`config.mk`:
```
export PLATFORM = sky130hd
export DESIGN_NAME = bmw_window_decode
export DESIGN_NICKNAME = d
export VERILOG_FILES = /design/src/common/bmw_pkg.sv /design/src/design/bmw_window_decode.sv
export SDC_FILE = /design/constraint.sdc
export NUM_CORES = 1
export LEC_CHECK = 0
export ABC_CLOCK_PERIOD_IN_PS = 4800
export BUFFER_PORTS_ARGS = -buffer_cell sky130_fd_sc_hd__buf_2
export CAP_MARGIN = 10
export CORE_MARGIN = 1
export CORE_UTILIZATION = 30
export DETAILED_ROUTE_END_ITERATION = 8
export HOLD_SLACK_MARGIN = 0.03
export PLACE_DENSITY = 0.6
export SYNTH_ARGS = -nofsm -noshare
export SYNTH_HDL_FRONTEND = slang
export SYNTH_SLANG_ARGS = --single-unit
export TNS_END_PERCENT = 10
```
`constraint.sdc`:
```
create_clock -name CORE_CLK_I -period 4.8 [get_ports CORE_CLK_I]
set_input_delay 0.48 -clock CORE_CLK_I [delete_from_list [all_inputs] [get_ports CORE_CLK_I]]
set_output_delay 0.48 -clock CORE_CLK_I [all_outputs]
set_load 0.1 [all_outputs]
```
`src/common/bmw_pkg.sv`:
```
// Package for the bridge memory window decode block: offsets, fields, resets, carriers
package bmw_pkg;

    // ==========================================
    // Register offsets (byte addresses)
    // ==========================================
    localparam logic [7:0] BMW_OFF_MEM_WIN = 8'h20; // Memory base/limit doubleword
    localparam logic [7:0] BMW_OFF_PF_LOW = 8'h24; // Prefetch base/limit low doubleword
    localparam logic [7:0] BMW_OFF_PF_BASE_HI = 8'h28; // Prefetch base upper 32 bits
    localparam logic [7:0] BMW_OFF_PF_LIMIT_HI = 8'h2c; // Prefetch limit upper 32 bits

    // ==========================================
    // Field positions
    // ==========================================
    localparam int BMW_BASE_LSB = 4; // Base field bits 15:4
    localparam int BMW_BASE_MSB = 15;
    localparam int BMW_LIMIT_LSB = 20; // Limit field bits 31:20
    localparam int BMW_LIMIT_MSB = 31;
    localparam int BMW_PF_BASE_CAP_LSB = 0; // Capability code bits 3:0
    localparam int BMW_PF_LIMIT_CAP_LSB = 16; // Capability code bits 19:16
    localparam int BMW_GRAN_BITS = 20; // 1 MB granularity

    // ==========================================
    // Values after reset and fixed codes
    // ==========================================
    localparam logic [11:0] BMW_FIELD_RST = 12'h000; // Base/limit fields
    localparam logic [31:0] BMW_UPPER_RST = 32'h0000_0000; // Upper halves
    localparam logic [3:0] BMW_CAP_64BIT = 4'h1; // 64-bit addressing code
    localparam logic [19:0] BMW_LOW_ZERO = 20'h0_0000; // Bottom low bits
    localparam logic [19:0] BMW_LOW_ONES = 20'hf_ffff; // Top low bits
    localparam logic [31:0] BMW_UNMAPPED_RD = 32'h0000_0000; // Unmapped read data

    // Avalon read latency in cycles from request to waitrequest low
    localparam int BMW_RD_WAIT_CYCLES = 1;

    // ==========================================
    // Carriers
    // ==========================================
    typedef struct packed
    {
        logic read;
        logic write;
        logic [7:0] address;
        logic [3:0] byteenable;
        logic [31:0] writedata;
    } bmw_av_req_t;

    typedef struct packed
    {
        logic [63:0] addr;
        logic valid;
    } bmw_lookup_t;

    typedef struct packed
    {
        logic mem_hit;
        logic pf_hit;
        logic forward;
    } bmw_decode_t;

endpackage

```
`src/design/bmw_window_decode.sv`:
```
// Register bank and range decode for the bridge memory forwarding windows
//
// Local design decision: the Avalon-MM register port.
`timescale 1ns/1ps
// What this block does
// Forward memory address inside memory window
// Memory base bits 15:4, writable, reset zero
// Memory window bottom low bits zero
// Memory limit bits 31:20, writable, reset zero
// Memory window top low bits ones
// Prefetch capability fields read 0001b
// Forward address inside prefetchable window
// Prefetch base bits 15:4 writable, reset zero
// Prefetch limit bits 31:20 writable, reset zero
// Prefetch base upper 32 bits register
// Prefetch bottom low 20 bits zero
// Prefetch limit upper 32 bits register
// Reserved memory-window bits read zero
module bmw_window_decode
(
    input wire logic CORE_CLK_I,
    input wire logic RST_I,
    // Avalon-MM slave
    input wire bmw_pkg::bmw_av_req_t AV_REQ_I,
    output logic [31:0] AV_READDATA_O,
    output logic AV_WAITREQUEST_O,
    // Address lookup from the forwarding logic
    input wire bmw_pkg::bmw_lookup_t LOOKUP_I,
    output bmw_pkg::bmw_decode_t DECODE_O
);
    import bmw_pkg::*;

    // ==========================================
    // State declarations
    // ==========================================
    logic [11:0] mem_base_q, mem_base_d; // Memory window base [31:20]
    logic [11:0] mem_limit_q, mem_limit_d; // Memory window limit [31:20]
    logic [11:0] pf_base_q, pf_base_d; // Prefetch base [31:20]
    logic [11:0] pf_limit_q, pf_limit_d; // Prefetch limit [31:20]
    logic [31:0] pf_base_hi_q, pf_base_hi_d; // Prefetch base [63:32]
    logic [31:0] pf_limit_hi_q, pf_limit_hi_d; // Prefetch limit [63:32]
    logic [31:0] rdata_q, rdata_d; // Read data
    logic wait_q, wait_d; // Waitrequest
    logic busy_q, busy_d; // Answer cycle in progress
    bmw_decode_t dec_q, dec_d; // Registered decode result

    // Combinational helpers
    logic wr_take; // Write accepted this edge
    logic [31:0] rd_mux; // Register read view
    logic [31:0] wmask; // Byte-lane mask
    logic [31:0] mem_bottom, mem_top; // Full memory window bounds
    logic [63:0] pf_bottom, pf_top; // Full prefetch window bounds

    // ==========================================
    // Bus handshake
    // ==========================================
    // Every request is held one cycle, then answered with waitrequest low.
    // Costs a cycle per access but keeps read data straight from a flop.
    always_comb
    begin
        busy_d = busy_q;
        wait_d = wait_q;
        if (busy_q)
        begin
            // Answer cycle: release
            busy_d = 1'b0;
            wait_d = 1'b1;
        end
        else if (AV_REQ_I.read || AV_REQ_I.write)
        begin
            // New request: answer next cycle
            busy_d = 1'b1;
            wait_d = 1'b0;
        end
    end

    // Write takes effect on the edge where waitrequest is low
    assign wr_take = busy_q && AV_REQ_I.write;

    // Byte enables widened to a bit mask
    always_comb
    begin
        for (int i = 0; i < 4; i++)
        begin
            wmask[i*8 +: 8] = {8{AV_REQ_I.byteenable[i]}};
        end
    end

    // ==========================================
    // Register read mux
    // ==========================================
    always_comb
    begin
        rd_mux = BMW_UNMAPPED_RD;
        unique case (AV_REQ_I.address)
            BMW_OFF_MEM_WIN:
            begin
                // Reserved nibbles stay zero
                rd_mux[BMW_BASE_MSB:BMW_BASE_LSB] = mem_base_q;
                rd_mux[BMW_LIMIT_MSB:BMW_LIMIT_LSB] = mem_limit_q;
            end
            BMW_OFF_PF_LOW:
            begin
                rd_mux[BMW_PF_BASE_CAP_LSB +: 4] = BMW_CAP_64BIT;
                rd_mux[BMW_BASE_MSB:BMW_BASE_LSB] = pf_base_q;
                rd_mux[BMW_PF_LIMIT_CAP_LSB +: 4] = BMW_CAP_64BIT;
                rd_mux[BMW_LIMIT_MSB:BMW_LIMIT_LSB] = pf_limit_q;
            end
            BMW_OFF_PF_BASE_HI: rd_mux = pf_base_hi_q;
            BMW_OFF_PF_LIMIT_HI: rd_mux = pf_limit_hi_q;
            default: rd_mux = BMW_UNMAPPED_RD; // Unmapped reads zero
        endcase
    end

    // Read data loaded when the request is first seen
    always_comb
    begin
        rdata_d = rdata_q;
        if (!busy_q && AV_REQ_I.read)
        begin
            rdata_d = rd_mux;
        end
    end

    // ==========================================
    // Register writes
    // ==========================================
    always_comb
    begin
        mem_base_d = mem_base_q;
        mem_limit_d = mem_limit_q;
        pf_base_d = pf_base_q;
        pf_limit_d = pf_limit_q;
        pf_base_hi_d = pf_base_hi_q;
        pf_limit_hi_d = pf_limit_hi_q;
        if (wr_take)
        begin
            unique case (AV_REQ_I.address)
                BMW_OFF_MEM_WIN:
                begin
                    // Only writable fields taken; reserved bits dropped
                    mem_base_d = (mem_base_q & ~wmask[BMW_BASE_MSB:BMW_BASE_LSB])
                        | (AV_REQ_I.writedata[BMW_BASE_MSB:BMW_BASE_LSB] & wmask[BMW_BASE_MSB:BMW_BASE_LSB]);
                    mem_limit_d = (mem_limit_q & ~wmask[BMW_LIMIT_MSB:BMW_LIMIT_LSB])
                        | (AV_REQ_I.writedata[BMW_LIMIT_MSB:BMW_LIMIT_LSB] & wmask[BMW_LIMIT_MSB:BMW_LIMIT_LSB]);
                end
                BMW_OFF_PF_LOW:
                begin
                    // Capability nibbles are read-only
                    pf_base_d = (pf_base_q & ~wmask[BMW_BASE_MSB:BMW_BASE_LSB])
                        | (AV_REQ_I.writedata[BMW_BASE_MSB:BMW_BASE_LSB] & wmask[BMW_BASE_MSB:BMW_BASE_LSB]);
                    pf_limit_d = (pf_limit_q & ~wmask[BMW_LIMIT_MSB:BMW_LIMIT_LSB])
                        | (AV_REQ_I.writedata[BMW_LIMIT_MSB:BMW_LIMIT_LSB] & wmask[BMW_LIMIT_MSB:BMW_LIMIT_LSB]);
                end
                BMW_OFF_PF_BASE_HI:
                    pf_base_hi_d = (pf_base_hi_q & ~wmask) | (AV_REQ_I.writedata & wmask);
                BMW_OFF_PF_LIMIT_HI:
                    pf_limit_hi_d = (pf_limit_hi_q & ~wmask) | (AV_REQ_I.writedata & wmask);
                default:
                begin
                    // Unmapped writes ignored
                    mem_base_d = mem_base_q;
                end
            endcase
        end
    end

    // ==========================================
    // Window decode
    // ==========================================
    // Bounds padded to 1 MB granularity
    assign mem_bottom = {mem_base_q, BMW_LOW_ZERO};
    assign mem_top = {mem_limit_q, BMW_LOW_ONES};
    assign pf_bottom = {pf_base_hi_q, pf_base_q, BMW_LOW_ZERO};
    assign pf_top = {pf_limit_hi_q, pf_limit_q, BMW_LOW_ONES};

    // Registered compare; a window with base above limit matches nothing.
    // Memory window covers only 32-bit addresses, upper bits must be zero.
    always_comb
    begin
        dec_d.mem_hit = LOOKUP_I.valid && (LOOKUP_I.addr[63:32] == 32'h0000_0000)
            && (LOOKUP_I.addr[31:0] >= mem_bottom) && (LOOKUP_I.addr[31:0] <= mem_top);
        dec_d.pf_hit = LOOKUP_I.valid && (LOOKUP_I.addr >= pf_bottom)
            && (LOOKUP_I.addr <= pf_top);
        dec_d.forward = dec_d.mem_hit || dec_d.pf_hit;
    end

    // ==========================================
    // Registers
    // ==========================================
    always_ff @(posedge CORE_CLK_I or posedge RST_I)
    begin
        if (RST_I)
        begin
            mem_base_q <= BMW_FIELD_RST;
            mem_limit_q <= BMW_FIELD_RST;
            pf_base_q <= BMW_FIELD_RST;
            pf_limit_q <= BMW_FIELD_RST;
            pf_base_hi_q <= BMW_UPPER_RST;
            pf_limit_hi_q <= BMW_UPPER_RST;
            rdata_q <= BMW_UNMAPPED_RD;
            wait_q <= 1'b1;
            busy_q <= 1'b0;
            dec_q <= '0;
        end
        else
        begin
            mem_base_q <= mem_base_d;
            mem_limit_q <= mem_limit_d;
            pf_base_q <= pf_base_d;
            pf_limit_q <= pf_limit_d;
            pf_base_hi_q <= pf_base_hi_d;
            pf_limit_hi_q <= pf_limit_hi_d;
            rdata_q <= rdata_d;
            wait_q <= wait_d;
            busy_q <= busy_d;
            dec_q <= dec_d;
        end
    end

    // Outputs straight from flops
    assign AV_READDATA_O = rdata_q;
    assign AV_WAITREQUEST_O = wait_q;
    assign DECODE_O = dec_q;

    // ==========================================
    // Assertions
    // ==========================================
    property p_mem_fwd;
        @(posedge CORE_CLK_I) disable iff (RST_I)
        (LOOKUP_I.valid && LOOKUP_I.addr[63:32] == 32'h0 && LOOKUP_I.addr[31:20] >= mem_base_q
            && LOOKUP_I.addr[31:20] <= mem_limit_q) |=> DECODE_O.mem_hit && DECODE_O.forward;
    endproperty
    a_mem_fwd: assert property (p_mem_fwd) else $error("memory window hit missed");

    property p_mem_base_wr;
        @(posedge CORE_CLK_I) disable iff (RST_I)
        (wr_take && AV_REQ_I.address == BMW_OFF_MEM_WIN && AV_REQ_I.byteenable == 4'hf)
            |=> mem_base_q == $past(AV_REQ_I.writedata[15:4]);
    endproperty
    a_mem_base_wr: assert property (p_mem_base_wr) else $error("memory base not written");

    property p_mem_bottom;
        @(posedge CORE_CLK_I) disable iff (RST_I)
        (LOOKUP_I.valid && LOOKUP_I.addr == {32'h0, mem_base_q, 20'h0_0000} && mem_base_q <= mem_limit_q)
            |=> DECODE_O.mem_hit;
    endproperty
    a_mem_bottom: assert property (p_mem_bottom) else $error("memory bottom not 1 MB aligned");

    property p_mem_limit_wr;
        @(posedge CORE_CLK_I) disable iff (RST_I)
        (wr_take && AV_REQ_I.address == BMW_OFF_MEM_WIN && AV_REQ_I.byteenable == 4'hf)
            |=> mem_limit_q == $past(AV_REQ_I.writedata[31:20]);
    endproperty
    a_mem_limit_wr: assert property (p_mem_limit_wr) else $error("memory limit not written");

    property p_mem_top;
        @(posedge CORE_CLK_I) disable iff (RST_I)
        (LOOKUP_I.valid && LOOKUP_I.addr == {32'h0, mem_limit_q, 20'hf_ffff} && mem_base_q <= mem_limit_q)
            |=> DECODE_O.mem_hit;
    endproperty
    a_mem_top: assert property (p_mem_top) else $error("memory top not at block end");

    property p_pf_cap;
        @(posedge CORE_CLK_I) disable iff (RST_I)
        (!busy_q && AV_REQ_I.read && AV_REQ_I.address == BMW_OFF_PF_LOW)
            |=> !AV_WAITREQUEST_O && AV_READDATA_O[3:0] == 4'h1 && AV_READDATA_O[19:16] == 4'h1;
    endproperty
    a_pf_cap: assert property (p_pf_cap) else $error("prefetch capability code wrong");

    property p_pf_fwd;
        @(posedge CORE_CLK_I) disable iff (RST_I)
        (LOOKUP_I.valid && LOOKUP_I.addr >= pf_bottom && LOOKUP_I.addr <= pf_top) |=> DECODE_O.pf_hit;
    endproperty
    a_pf_fwd: assert property (p_pf_fwd) else $error("prefetch window hit missed");

    property p_pf_base_hi;
        @(posedge CORE_CLK_I) disable iff (RST_I)
        (wr_take && AV_REQ_I.address == BMW_OFF_PF_BASE_HI && AV_REQ_I.byteenable == 4'hf)
            |=> pf_base_hi_q == $past(AV_REQ_I.writedata) && pf_bottom[63:32] == pf_base_hi_q;
    endproperty
    a_pf_base_hi: assert property (p_pf_base_hi) else $error("prefetch base upper not written");

    property p_rsvd;
        @(posedge CORE_CLK_I) disable iff (RST_I)
        (!busy_q && AV_REQ_I.read && AV_REQ_I.address == BMW_OFF_MEM_WIN)
            |=> AV_READDATA_O[3:0] == 4'h0 && AV_READDATA_O[19:16] == 4'h0;
    endproperty
    a_rsvd: assert property (p_rsvd) else $error("reserved bits not zero");

    // Full-lane write to the low prefetch word moves both fields
    property p_pf_low_wr;
        @(posedge CORE_CLK_I) disable iff (RST_I)
        (wr_take && AV_REQ_I.address == BMW_OFF_PF_LOW && AV_REQ_I.byteenable == 4'hf)
            |=> pf_base_q == $past(AV_REQ_I.writedata[15:4]) && pf_limit_q == $past(AV_REQ_I.writedata[31:20]);
    endproperty
    a_pf_low_wr: assert property (p_pf_low_wr) else $error("prefetch base or limit not written");

    // Upper limit half is a plain 32-bit register
    property p_pf_limit_hi;
        @(posedge CORE_CLK_I) disable iff (RST_I)
        (wr_take && AV_REQ_I.address == BMW_OFF_PF_LIMIT_HI && AV_REQ_I.byteenable == 4'hf)
            |=> pf_limit_hi_q == $past(AV_REQ_I.writedata);
    endproperty
    a_pf_limit_hi: assert property (p_pf_limit_hi) else $error("prefetch limit upper not written");

    // Lowest byte of a legal prefetch window must hit
    property p_pf_bottom;
        @(posedge CORE_CLK_I) disable iff (RST_I)
        (LOOKUP_I.valid && LOOKUP_I.addr == {pf_base_hi_q, pf_base_q, 20'h0_0000} && pf_bottom <= pf_top)
            |=> DECODE_O.pf_hit;
    endproperty
    a_pf_bottom: assert property (p_pf_bottom) else $error("prefetch bottom not 1 MB aligned");

    c_write: cover property (@(posedge CORE_CLK_I) disable iff (RST_I) wr_take);
    c_mem_hit: cover property (@(posedge CORE_CLK_I) disable iff (RST_I) DECODE_O.mem_hit);
    c_pf_hit: cover property (@(posedge CORE_CLK_I) disable iff (RST_I) DECODE_O.pf_hit);
    c_cap_read: cover property (@(posedge CORE_CLK_I) disable iff (RST_I)
        busy_q && AV_REQ_I.read && AV_REQ_I.address == BMW_OFF_PF_LOW);
endmodule

```
==> flow_summary.ini, run 1 <==
[finish]
mostFrequentLayoutCells = 148 x dfrtp_1, 148 x buf_2, 116 x inv_1
antennaDiodeCount = 0
fin_cells = 1403
nNetsFinal = 1226
drive_gt1_share_pct = 31.1
syn_to_final_growth_pct = 19.2

[worst_setup_path]
worstPathRequired_ns = 5.11
start_kind = input pin
crit_type = input pin to register
cp_max_fo = 31
rrSetupSlack_ns = 2.17
end_kind = register
arrival_ns = 3.11

[clock_network]
postCtsSetupBuffers = 0
clockRootBuffer = clkbuf_16
cts_inserted_buffers = 17
htree_levels = 4
cts_num_sinks = 149
worst_skew_pair.late_latency_ns = 0.43
cts.clk_slew.worst_paths_ns = 0.06
tritoncts = done
cts-hold-fix-buffers = 0
clk_path_buf_depth = 2
ctsResizeCount = 0

[timing]
fin_skew_ns = 0.00845
setup_viol = 0
min_period_ns = 2.80
hold_viol_final = 0
finalSetupTns_ns = 0
fin_crit_sh_pct = 58.2
worst_pin_slew_ns = 0.990
timing.fmax_mhz = 358
slew_headroom_pct = 34.0
rsz0062_at_grt = no
slew_viol_final = 0
final.setup.worst_slack_ns = 2.00

[global_route]
grt_pass1_vias = 7476
use_met1_pct = 24.4
grt_pass1_wl_um = 42700
met2_usage_pct = 30.8
grt.overflow.total = 0
grtUsageMet3_pct = 3.94
grt_max_degree = 89
grt_busiest_layer = met2
antenna_found_initial = 0
grt_use_total_pct = 18.4

[synth]
synthXorXnorAreaFrac_pct = 0
yosys.area_share.adder_pct = 15.2
synth_area_sq_um = 9220
postSynthNetCount = 1075
yosysWarnings = 0
async_flop_share_pct = 100
synthCells = 850
ys_seq_area_share_pct = 40.4
synth_top_family_by_area = multiplexers
synth_compound_area_share_pct = 11.1
yosysTopAreaCellShare_pct = 40.2
synth.avg_cell_area_sq_um = 10.9
yosysUniqueCellTypes = 50
synthTopCellsByArea = dfrtp_1 40%, ha_1 15%, mux2_2 12%, inv_1 4.8%, mux4_2 2.9%
synth_ff_type = dfrtp_1
synth_edf_count = 0
synth-simple-area-share_pct = 9.09
ys_ff_latch = 149
yosysTopAreaCell = dfrtp_1
synth_mux_area_share_pct = 18.6

[die]
initial_utilization_pct = 30.8
die_h_um = 177
fp.dieW_um = 177
row_count = 63
coreArea_sq_um = 30000
io_pins = 149
dieArea_sq_um = 31500

[power]
peakVddDrop_mv = 0.228
power_density_nw_per_um2 = 271
p_leak_uw = 0.00527

[route]
ant_nets = 0
route.detailed.drc = 0
wl_um = 27800
drtIter0Drc = 455
firstDrtPassIters = 6
wire_per_inst_um = 19.8
num_vias = 7169
via_per_inst = 5.11

[flow_run]
cap_violations = 0

[placed_design]
place_inst = 1372
gp_congestion = 0.837
portBuffers = 148
dp_hpwl_um = 22000
post-place-ws_ns = 1.58

[status]
status = completed

[min_path]
worstHoldPathType = input pin to asynchronous set/reset pin
==> per-stage QoR <==
step / hold slack [ns] / cell area, sq um / utilization (%) / power, uW
6_report: 0.231 / 11000 / 36.7 / 2980
3_5_place_dp: 0.467 / 10400 / 34.7 / 1660
2_1_floorplan: 0.479 / 9220 / - / 1500
4_1_cts: 0.267 / 11000 / 36.7 / 3010
5_1_grt: 0.275 / 11000 / 36.7 / 3110
3_3_place_gp: 0.460 / 10400 / 34.7 / 1650
==> cells by family (layout without fill, tap and decap cells) <==
group	Yosys count	in the layout
AO/OA/AOI/OAI	158	158
AND/OR/NAND/NOR	152	152
flip-flops	149	149
multiplexers	142	142
buffers and inverters	137	300
adder cells (fa/ha/maj)	112	112
==> metal layers <==
metal  share of wire (%)  vias to the layer above  routed length [um]
met5                   0                        -                   0
met4                 1.2                        0                 336
met3                 6.9                       25                1910
met2                  47                      231               13200
met1                  44                     3525               12400
li1                    -                     3388                   -
==> cell usage after synthesis, types with 2 or more instances <==
cell type / number
a21oi_1: 40
o41ai_1: 2
clkbuf_1: 12
a221o_1: 2
o221ai_1: 2
mux4_2: 12
nor3_1: 4
buf_2: 7
o211ai_1: 2
o31ai_1: 3
nand2_1: 42
nand2_2: 10
a21o_1: 24
a22oi_1: 11
a21boi_0: 2
nor2_1: 22
mux2_2: 102
nor3b_4: 2
nand3_1: 7
mux2i_1: 18
a22o_1: 12
nor2b_1: 4
nand4b_1: 2
a221oi_1: 4
nand4_1: 26
o22ai_1: 11
and3_1: 7
o21ai_0: 36
mux2_1: 10
and4_1: 5
inv_1: 117
dfrtp_1: 148
nand2b_1: 2
nor4_1: 13
ha_1: 112
==> worst max-delay path, stage by stage <==
cell and delay [ns]:
buf_2 0.71, nand2_1 0.64, nor2_1 0.62, nand2_2 0.30, mux2_2 0.34
==> report_power, final <==
group,total (uW),internal [uW],switching (uW)
registers,1290,1270,14.1
logic,347,130,217
clock network,1350,816,529
total,2980,2220,761
==> final timing paths <==
check / depth (start not counted) / from / end
worst max-delay path: 5 / AV_REQ_I[39] / register
worst max register to register: 9 / register / DECODE_O[0]$_DFF_PP0_
worst min-delay path: 2 / RST_I / AV_READDATA_O[28]$_DFFE_PP0P_
min in group CORE_CLK_I: 2 / AV_REQ_I[17] / register
max in group asynchronous: 3 / RST_I / AV_READDATA_O[4]$_DFFE_PP0P_
worst min register to register: 2 / AV_READDATA_O[1]$_DFFE_PP0P_ / AV_READDATA_O[1]$_DFFE_PP0P_
==> layout make-up <==
class / count / area (sq um)
Clock inverter: 8 / 98.8
Tap cell: 390 / 488
Clock buffer: 23 / 488
Multi-Input combinational cell: 564 / 4970
Fill cell: 3056 / 19000
Inverter: 117 / 444
Sequential cell: 149 / 3730
Timing Repair Buffer: 152 / 771
Power figures use the tool's default switching activity.
==> run 2, diff against run 1 <==
--- a/config.mk
+++ b/config.mk
@@ -5,14 +5,14 @@
 export SDC_FILE = /design/constraint.sdc
 export NUM_CORES = 1
 export LEC_CHECK = 0
-export ABC_CLOCK_PERIOD_IN_PS = 4800
+export ABC_CLOCK_PERIOD_IN_PS = 2300
 export BUFFER_PORTS_ARGS = -buffer_cell sky130_fd_sc_hd__buf_2
 export CAP_MARGIN = 10
 export CORE_MARGIN = 1
 export CORE_UTILIZATION = 30
 export DETAILED_ROUTE_END_ITERATION = 8
 export HOLD_SLACK_MARGIN = 0.03
-export PLACE_DENSITY = 0.6
+export PLACE_DENSITY = 0.61
 export SYNTH_ARGS = -nofsm -noshare
 export SYNTH_HDL_FRONTEND = slang
 export SYNTH_SLANG_ARGS = --single-unit
==> constraint.sdc (replaced) <==
create_clock -name CORE_CLK_I -period 2.3 [get_ports CORE_CLK_I]
set_input_delay 0.23 -clock CORE_CLK_I [delete_from_list [all_inputs] [get_ports CORE_CLK_I]]
set_output_delay 0.23 -clock CORE_CLK_I [all_outputs]
set_load 0.1 [all_outputs]
==> run 2 against run 1 <==
Clock skew is 0.00088 ns higher. Global-route usage increased by 0.18 points. Sequential power is 110% higher. Clock-buffer cell count rose by 1. Sequential share of layout area fell by 0.63 points. Register-to-register slack lost 2.0 ns. First-iteration DRC count up 5.1%. Critical path type is now register to register. Largest power group unchanged. Highest routed layer is now met5.
==> flow_summary.ini, run 2 (synthesis gave the netlist of run 1 again) <==
[status]
status = completed

[worst_setup_path]
end_kind = register
path_cells = inv_1 -> ha_1 -> nand4_1 -> nor4_2 -> buf_4 -> nand3_1 -> nor2_1 -> nand4_1 -> a22oi_2 -> a31o_2
slowest_delay_ns = 0.41
worst-path-buf-inv = 2
cp_max_fo = 3
crit_type = register to register
path_delay_family = simple AND/OR/NAND/NOR gates
rrSetupSlack_ns = 0.13
start_kind = register
arrival_ns = 2.54
worstPathRequired_ns = 2.66
crit_path_top_delay_cell = dfrtp_1
crit_top_cell = nand4_1

[die]
dieArea_sq_um = 31500
io_pins = 149
coreArea_sq_um = 30000
die_h_um = 177
row_count = 63
fp.dieW_um = 177
initial_utilization_pct = 30.8

[timing]
setup_viol = 0
min_period_ns = 2.17
holdWs_ns = 0.0420
finalSetupTns_ns = 0
slew_headroom_pct = 47.5
hold_viol_final = 0
timing.fmax_mhz = 460
worst_pin_slew_ns = 0.781
fin_skew_ns = 0.00933
fin_crit_sh_pct = 94.5
slew_viol_final = 0

[route]
num_vias = 7302
route.detailed.drc = 0
drtIter0Drc = 478
via_per_inst = 5.11
wl_um = 28300
wire_per_inst_um = 19.8
ant_nets = 0
firstDrtPassIters = 7

[clock_network]
cts.clk_slew.worst_paths_ns = 0.07
htree_levels = 4
worst_skew_pair.late_latency_ns = 0.42
cts_num_sinks = 149
tritoncts = done
postCtsSetupBuffers = 0
clk_path_buf_depth = 2
cts_inserted_buffers = 17
clockRootBuffer = clkbuf_16

[finish]
drive_gt1_share_pct = 32.8
fillers = 2977
syn_to_final_growth_pct = 21.4
mostFrequentLayoutCells = 148 x dfrtp_1, 148 x buf_2, 116 x inv_1
nNetsFinal = 1247
design_area_sq_um = 11200
fin_cells = 1429

[global_route]
grt_pass1_vias = 7570
grt_use_total_pct = 18.6
grt_max_degree = 75
grt_pass1_wl_um = 43300
antenna_found_initial = 7
grt.overflow.total = 0

[power]
power_density_nw_per_um2 = 548
power_frac_seq_pct = 43.7
p_leak_uw = 0.00537
total_power_uw = 6140
power_frac_comb_pct = 12.2
swShare_pct = 26.4
peakVddDrop_mv = 0.510
p_sw_uw = 1620
internal_power_uw = 4520
clkPwrFrac_pct = 44.0

[placed_design]
place_inst = 1390
portBuffers = 148
gp_congestion = 0.911
place_area_sq_um = 10600
dp_hpwl_um = 22300

[flow_run]
cap_violations = 0

[min_path]
worstHoldPathType = input pin to register
## run 2: cell count changes in the layout (fill, tap and decap cells not counted), moves of 2 or more
cell / before / now
dlygate4sd3_1: 0 / 3
a221oi_2: 0 / 4
buf_4: 4 / 20
a221oi_1: 4 / 0
clkbuf_1: 2 / 4
buf_12: 0 / 2
o21ai_0: 36 / 33
diode_2: 0 / 4
o21ai_1: 0 / 2
## run 2: area by class of cell
| class | count | area (sq um) | share of cell area, % |
|---|---|---|---|
| inverters | 117 | 443 | 3.95 |
| well taps | 390 | 488 | 4.36 |
| clock inverters | 8 | 73.8 | 0.659 |
| multi-input cells | 564 | 5010 | 44.8 |
| clock buffers | 24 | 482 | 4.30 |
| diodes | 4 | 10.0 | 0.0894 |
| repair buffers | 173 | 961 | 8.58 |
| flip-flops and latches | 149 | 3730 | 33.3 |
## run 2: repair_timing
item | 4_1_cts | 5_1_grt
resized for setup | 1 | 9
pin swaps | 0 | 2
hold buffers | 3 | 0
setup endpoints to repair | 1 | 2
hold endpoints to repair | 41 | 0
## run 2: routing by layer
layer,track usage (%),vias to the layer above,wire (um)
li1,-,3438,-
met1,24.0,3579,12600
met5,0,-,35
met3,4.76,43,1980
met4,6.09,6,648
met2,30.1,236,13100
## run 2: path summary, 6_finish.rpt
kind | start | endpoint | cells after the start
max | register | DECODE_O[0]$_DFF_PP0_ | 10
min | AV_REQ_I[17] | register | 2
max reg2reg | register | DECODE_O[0]$_DFF_PP0_ | 10
min reg2reg | AV_READDATA_O[16]$_DFFE_PP0P_ | AV_READDATA_O[16]$_DFFE_PP0P_ | 2
max in group asynchronous | RST_I | AV_WAITREQUEST_O$_DFFE_PP1P_ | 4
min in group asynchronous | RST_I | AV_READDATA_O[8]$_DFFE_PP0P_ | 3
## run 2: power by group through the flow
stage,Clock (uW),Combinational (uW),Sequential [uW]
6_report,2700,752,2690
5_1_grt,2870,841,2690
4_1_cts,2750,750,2680
3_5_place_dp,0,740,2730
3_3_place_gp,0,724,2730
2_1_floorplan,0,379,2760
## run 2: worst reg2reg max path: stages, from the launching register on
cell and delay [ns]:
dfrtp_1 0.41, inv_1 0.07, ha_1 0.29, nand4_1 0.19, nor4_2 0.26, buf_4 0.16, nand3_1 0.11, nor2_1 0.12
nand4_1 0.14, a22oi_2 0.23, a31o_2 0.12
## run 2: stage by stage
stage	utilization [%]	worst slack [ns]
after global routing	37.4	-0.0144
after global placement	35.3	0.0474
after detailed placement	35.3	0.0215
after CTS	37.2	0.0525
final	37.4	0.127
after floorplan	-	0.196
==> run 3, diff against run 2 <==
--- a/config.mk
+++ b/config.mk
@@ -6,13 +6,13 @@
 export NUM_CORES = 1
 export LEC_CHECK = 0
 export ABC_CLOCK_PERIOD_IN_PS = 2300
-export BUFFER_PORTS_ARGS = -buffer_cell sky130_fd_sc_hd__buf_2
 export CAP_MARGIN = 10
 export CORE_MARGIN = 1
 export CORE_UTILIZATION = 30
 export DETAILED_ROUTE_END_ITERATION = 8
+export DONT_BUFFER_PORTS = 1
 export HOLD_SLACK_MARGIN = 0.03
-export PLACE_DENSITY = 0.61
+export PLACE_DENSITY = 0.57
 export SYNTH_ARGS = -nofsm -noshare
 export SYNTH_HDL_FRONTEND = slang
 export SYNTH_SLANG_ARGS = --single-unit
==> run 3 against run 2 <==
Register-to-register slack got worse by 0.06 ns. Critical path depth decreased by 1. Wire length decreased by 0.66%. Sequential power about the same. Global-route usage about the same. Design area decreased by 1.4%.
==> flow_summary.ini, run 3 (synthesis gave the netlist of run 1 again) <==
[power]
p_sw_uw = 1580
p_leak_uw = 0.00504
clkPwrFrac_pct = 47.5
power_frac_comb_pct = 9.3
power_density_nw_per_um2 = 566
peakVddDrop_mv = 0.381
power_frac_seq_pct = 43.3
swShare_pct = 25.3
internal_power_uw = 4670

[finish]
syn_to_final_growth_pct = 19.7
mostFrequentLayoutCells = 148 x dfrtp_1, 116 x inv_1, 112 x ha_1
drive_gt1_share_pct = 23.4
nNetsFinal = 1158
final_common_cell = dfrtp_1
design_area_sq_um = 11000
final_util_pct = 36.9
antennaDiodeCount = 0

[placed_design]
portBuffers = 0
post-place-ws_ns = 0.00295
dp_hpwl_um = 21700
gp_congestion = 0.857
place_area_sq_um = 10000

[worst_setup_path]
path_cells = inv_1 -> ha_1 -> a21o_1 -> a21o_1 -> a221oi_1 -> o21ai_1 -> a221oi_2 -> a22oi_2 -> a31o_2
arrival_ns = 2.57
slowest_delay_ns = 0.36
crit_type = register to register
worst-path-buf-inv = 1
end_kind = register
rrSetupSlack_ns = 0.06
worstPathRequired_ns = 2.63
start_kind = register
crit_path_top_delay_cell = dfrtp_1
cp_max_fo = 3
path_delay_family = compound AO/OA/AOI/OAI gates
crit_top_cell = a21o_1

[route]
wl_um = 28100
wl_met1_um = 12100
wire_per_inst_um = 21.0
num_vias = 6960
wl_met2_um = 13000
drtIter0Drc = 443
top_layer = met4
firstDrtPassIters = 5
ant_nets = 0
route.detailed.drc = 0
via_per_inst = 5.21
wl_met3_um = 2370

[timing]
timing.fmax_mhz = 447
slew_headroom_pct = 42.1
min_period_ns = 2.24
finalSetupTns_ns = 0
hold_viol_final = 0
fin_crit_sh_pct = 97.2
worst_pin_slew_ns = 0.870
final.setup.worst_slack_ns = 0.0636
fin_skew_ns = 0.00911
holdWs_ns = 0.0489
setup_viol = 0
slew_viol_final = 0

[min_path]
worstHoldPathType = input pin to register
hold_start = AV_REQ_I[38]

[clock_network]
cts.clk_slew.worst_paths_ns = 0.07
clockRootBuffer = clkbuf_16
cts_inserted_buffers = 17
htree_levels = 4
tritoncts = done
cts_num_sinks = 149
worst_skew_pair.late_latency_ns = 0.44
clk_path_buf_depth = 2

[flow_run]
cap_violations = 0

[die]
coreArea_sq_um = 30000
fp.dieW_um = 177
row_count = 63
initial_utilization_pct = 30.8
dieArea_sq_um = 31500
io_pins = 149
die_h_um = 177

[global_route]
grt_max_degree = 72
grt_pass1_vias = 7202
grt.overflow.total = 0
grt_pass1_wl_um = 42900
grt_use_total_pct = 18.6
antenna_found_initial = 0

[status]
status = completed
run 3: cell count changes in the layout (fill, tap and decap cells not counted), moves of 2 or more:
cell	delta
buf_2	-148
dlygate4sd3_1	+33
buf_4	+26
diode_2	-4
inv_6	+4
clkbuf_1	-3
clkinv_2	-3
bufinv_16	+2
clkbuf_8	-2
run 3: repair_timing:
action                     CTS  global route
pin swaps                    0             7
buffers inserted             0             3
setup endpoints to repair    1             2
gates resized for setup      1            11
hold buffers                36             0
hold endpoints to repair   128             0
run 3: worst paths after layout:
check / endpoint / depth (start not counted)
worst max register to register: DECODE_O[0]$_DFF_PP0_ / 9
max in group asynchronous: AV_WAITREQUEST_O$_DFFE_PP1P_ / 3
worst max-delay path: DECODE_O[0]$_DFF_PP0_ / 9
worst min register to register: AV_READDATA_O[11]$_DFFE_PP0P_ / 2
worst min-delay path: AV_READDATA_O[16]$_DFFE_PP0P_ / 2
min in group asynchronous: AV_READDATA_O[8]$_DFFE_PP0P_ / 2
run 3: per-layer routing:
| metal | track usage, % | vias up |
|---|---|---|
| li1 | - | 3268 |
| met1 | 23.1 | 3437 |
| met2 | 29.8 | 216 |
| met3 | 6.79 | 39 |
| met4 | 5.70 | 0 |
| met5 | 0 | - |
run 3: per-stage QoR:
stage	instances	total power, uW
6_report	1336	6250
5_1_grt	1336	6510
4_1_cts	1333	6300
3_5_place_dp	1265	3250
3_3_place_gp	1265	3240
2_1_floorplan	850	3140
run 3: power groups by stage:
stage | sequential, uW | clock, uW | combinational, uW
finish | 2700 | 2970 | 580
global route | 2710 | 3140 | 662
CTS | 2700 | 3020 | 578
detailed placement | 2750 | 0 | 497
global placement | 2750 | 0 | 486
floorplan | 2760 | 0 | 379
run 3: area by class of cell:
cell class	count	area, sq um
Clock buffer	19	443
Clock inverter	13	170
Fill cell	3042	18900
Inverter	117	443
Multi-Input combinational cell	564	5020
Sequential cell	149	3730
Tap cell	390	488
Timing Repair Buffer	84	746
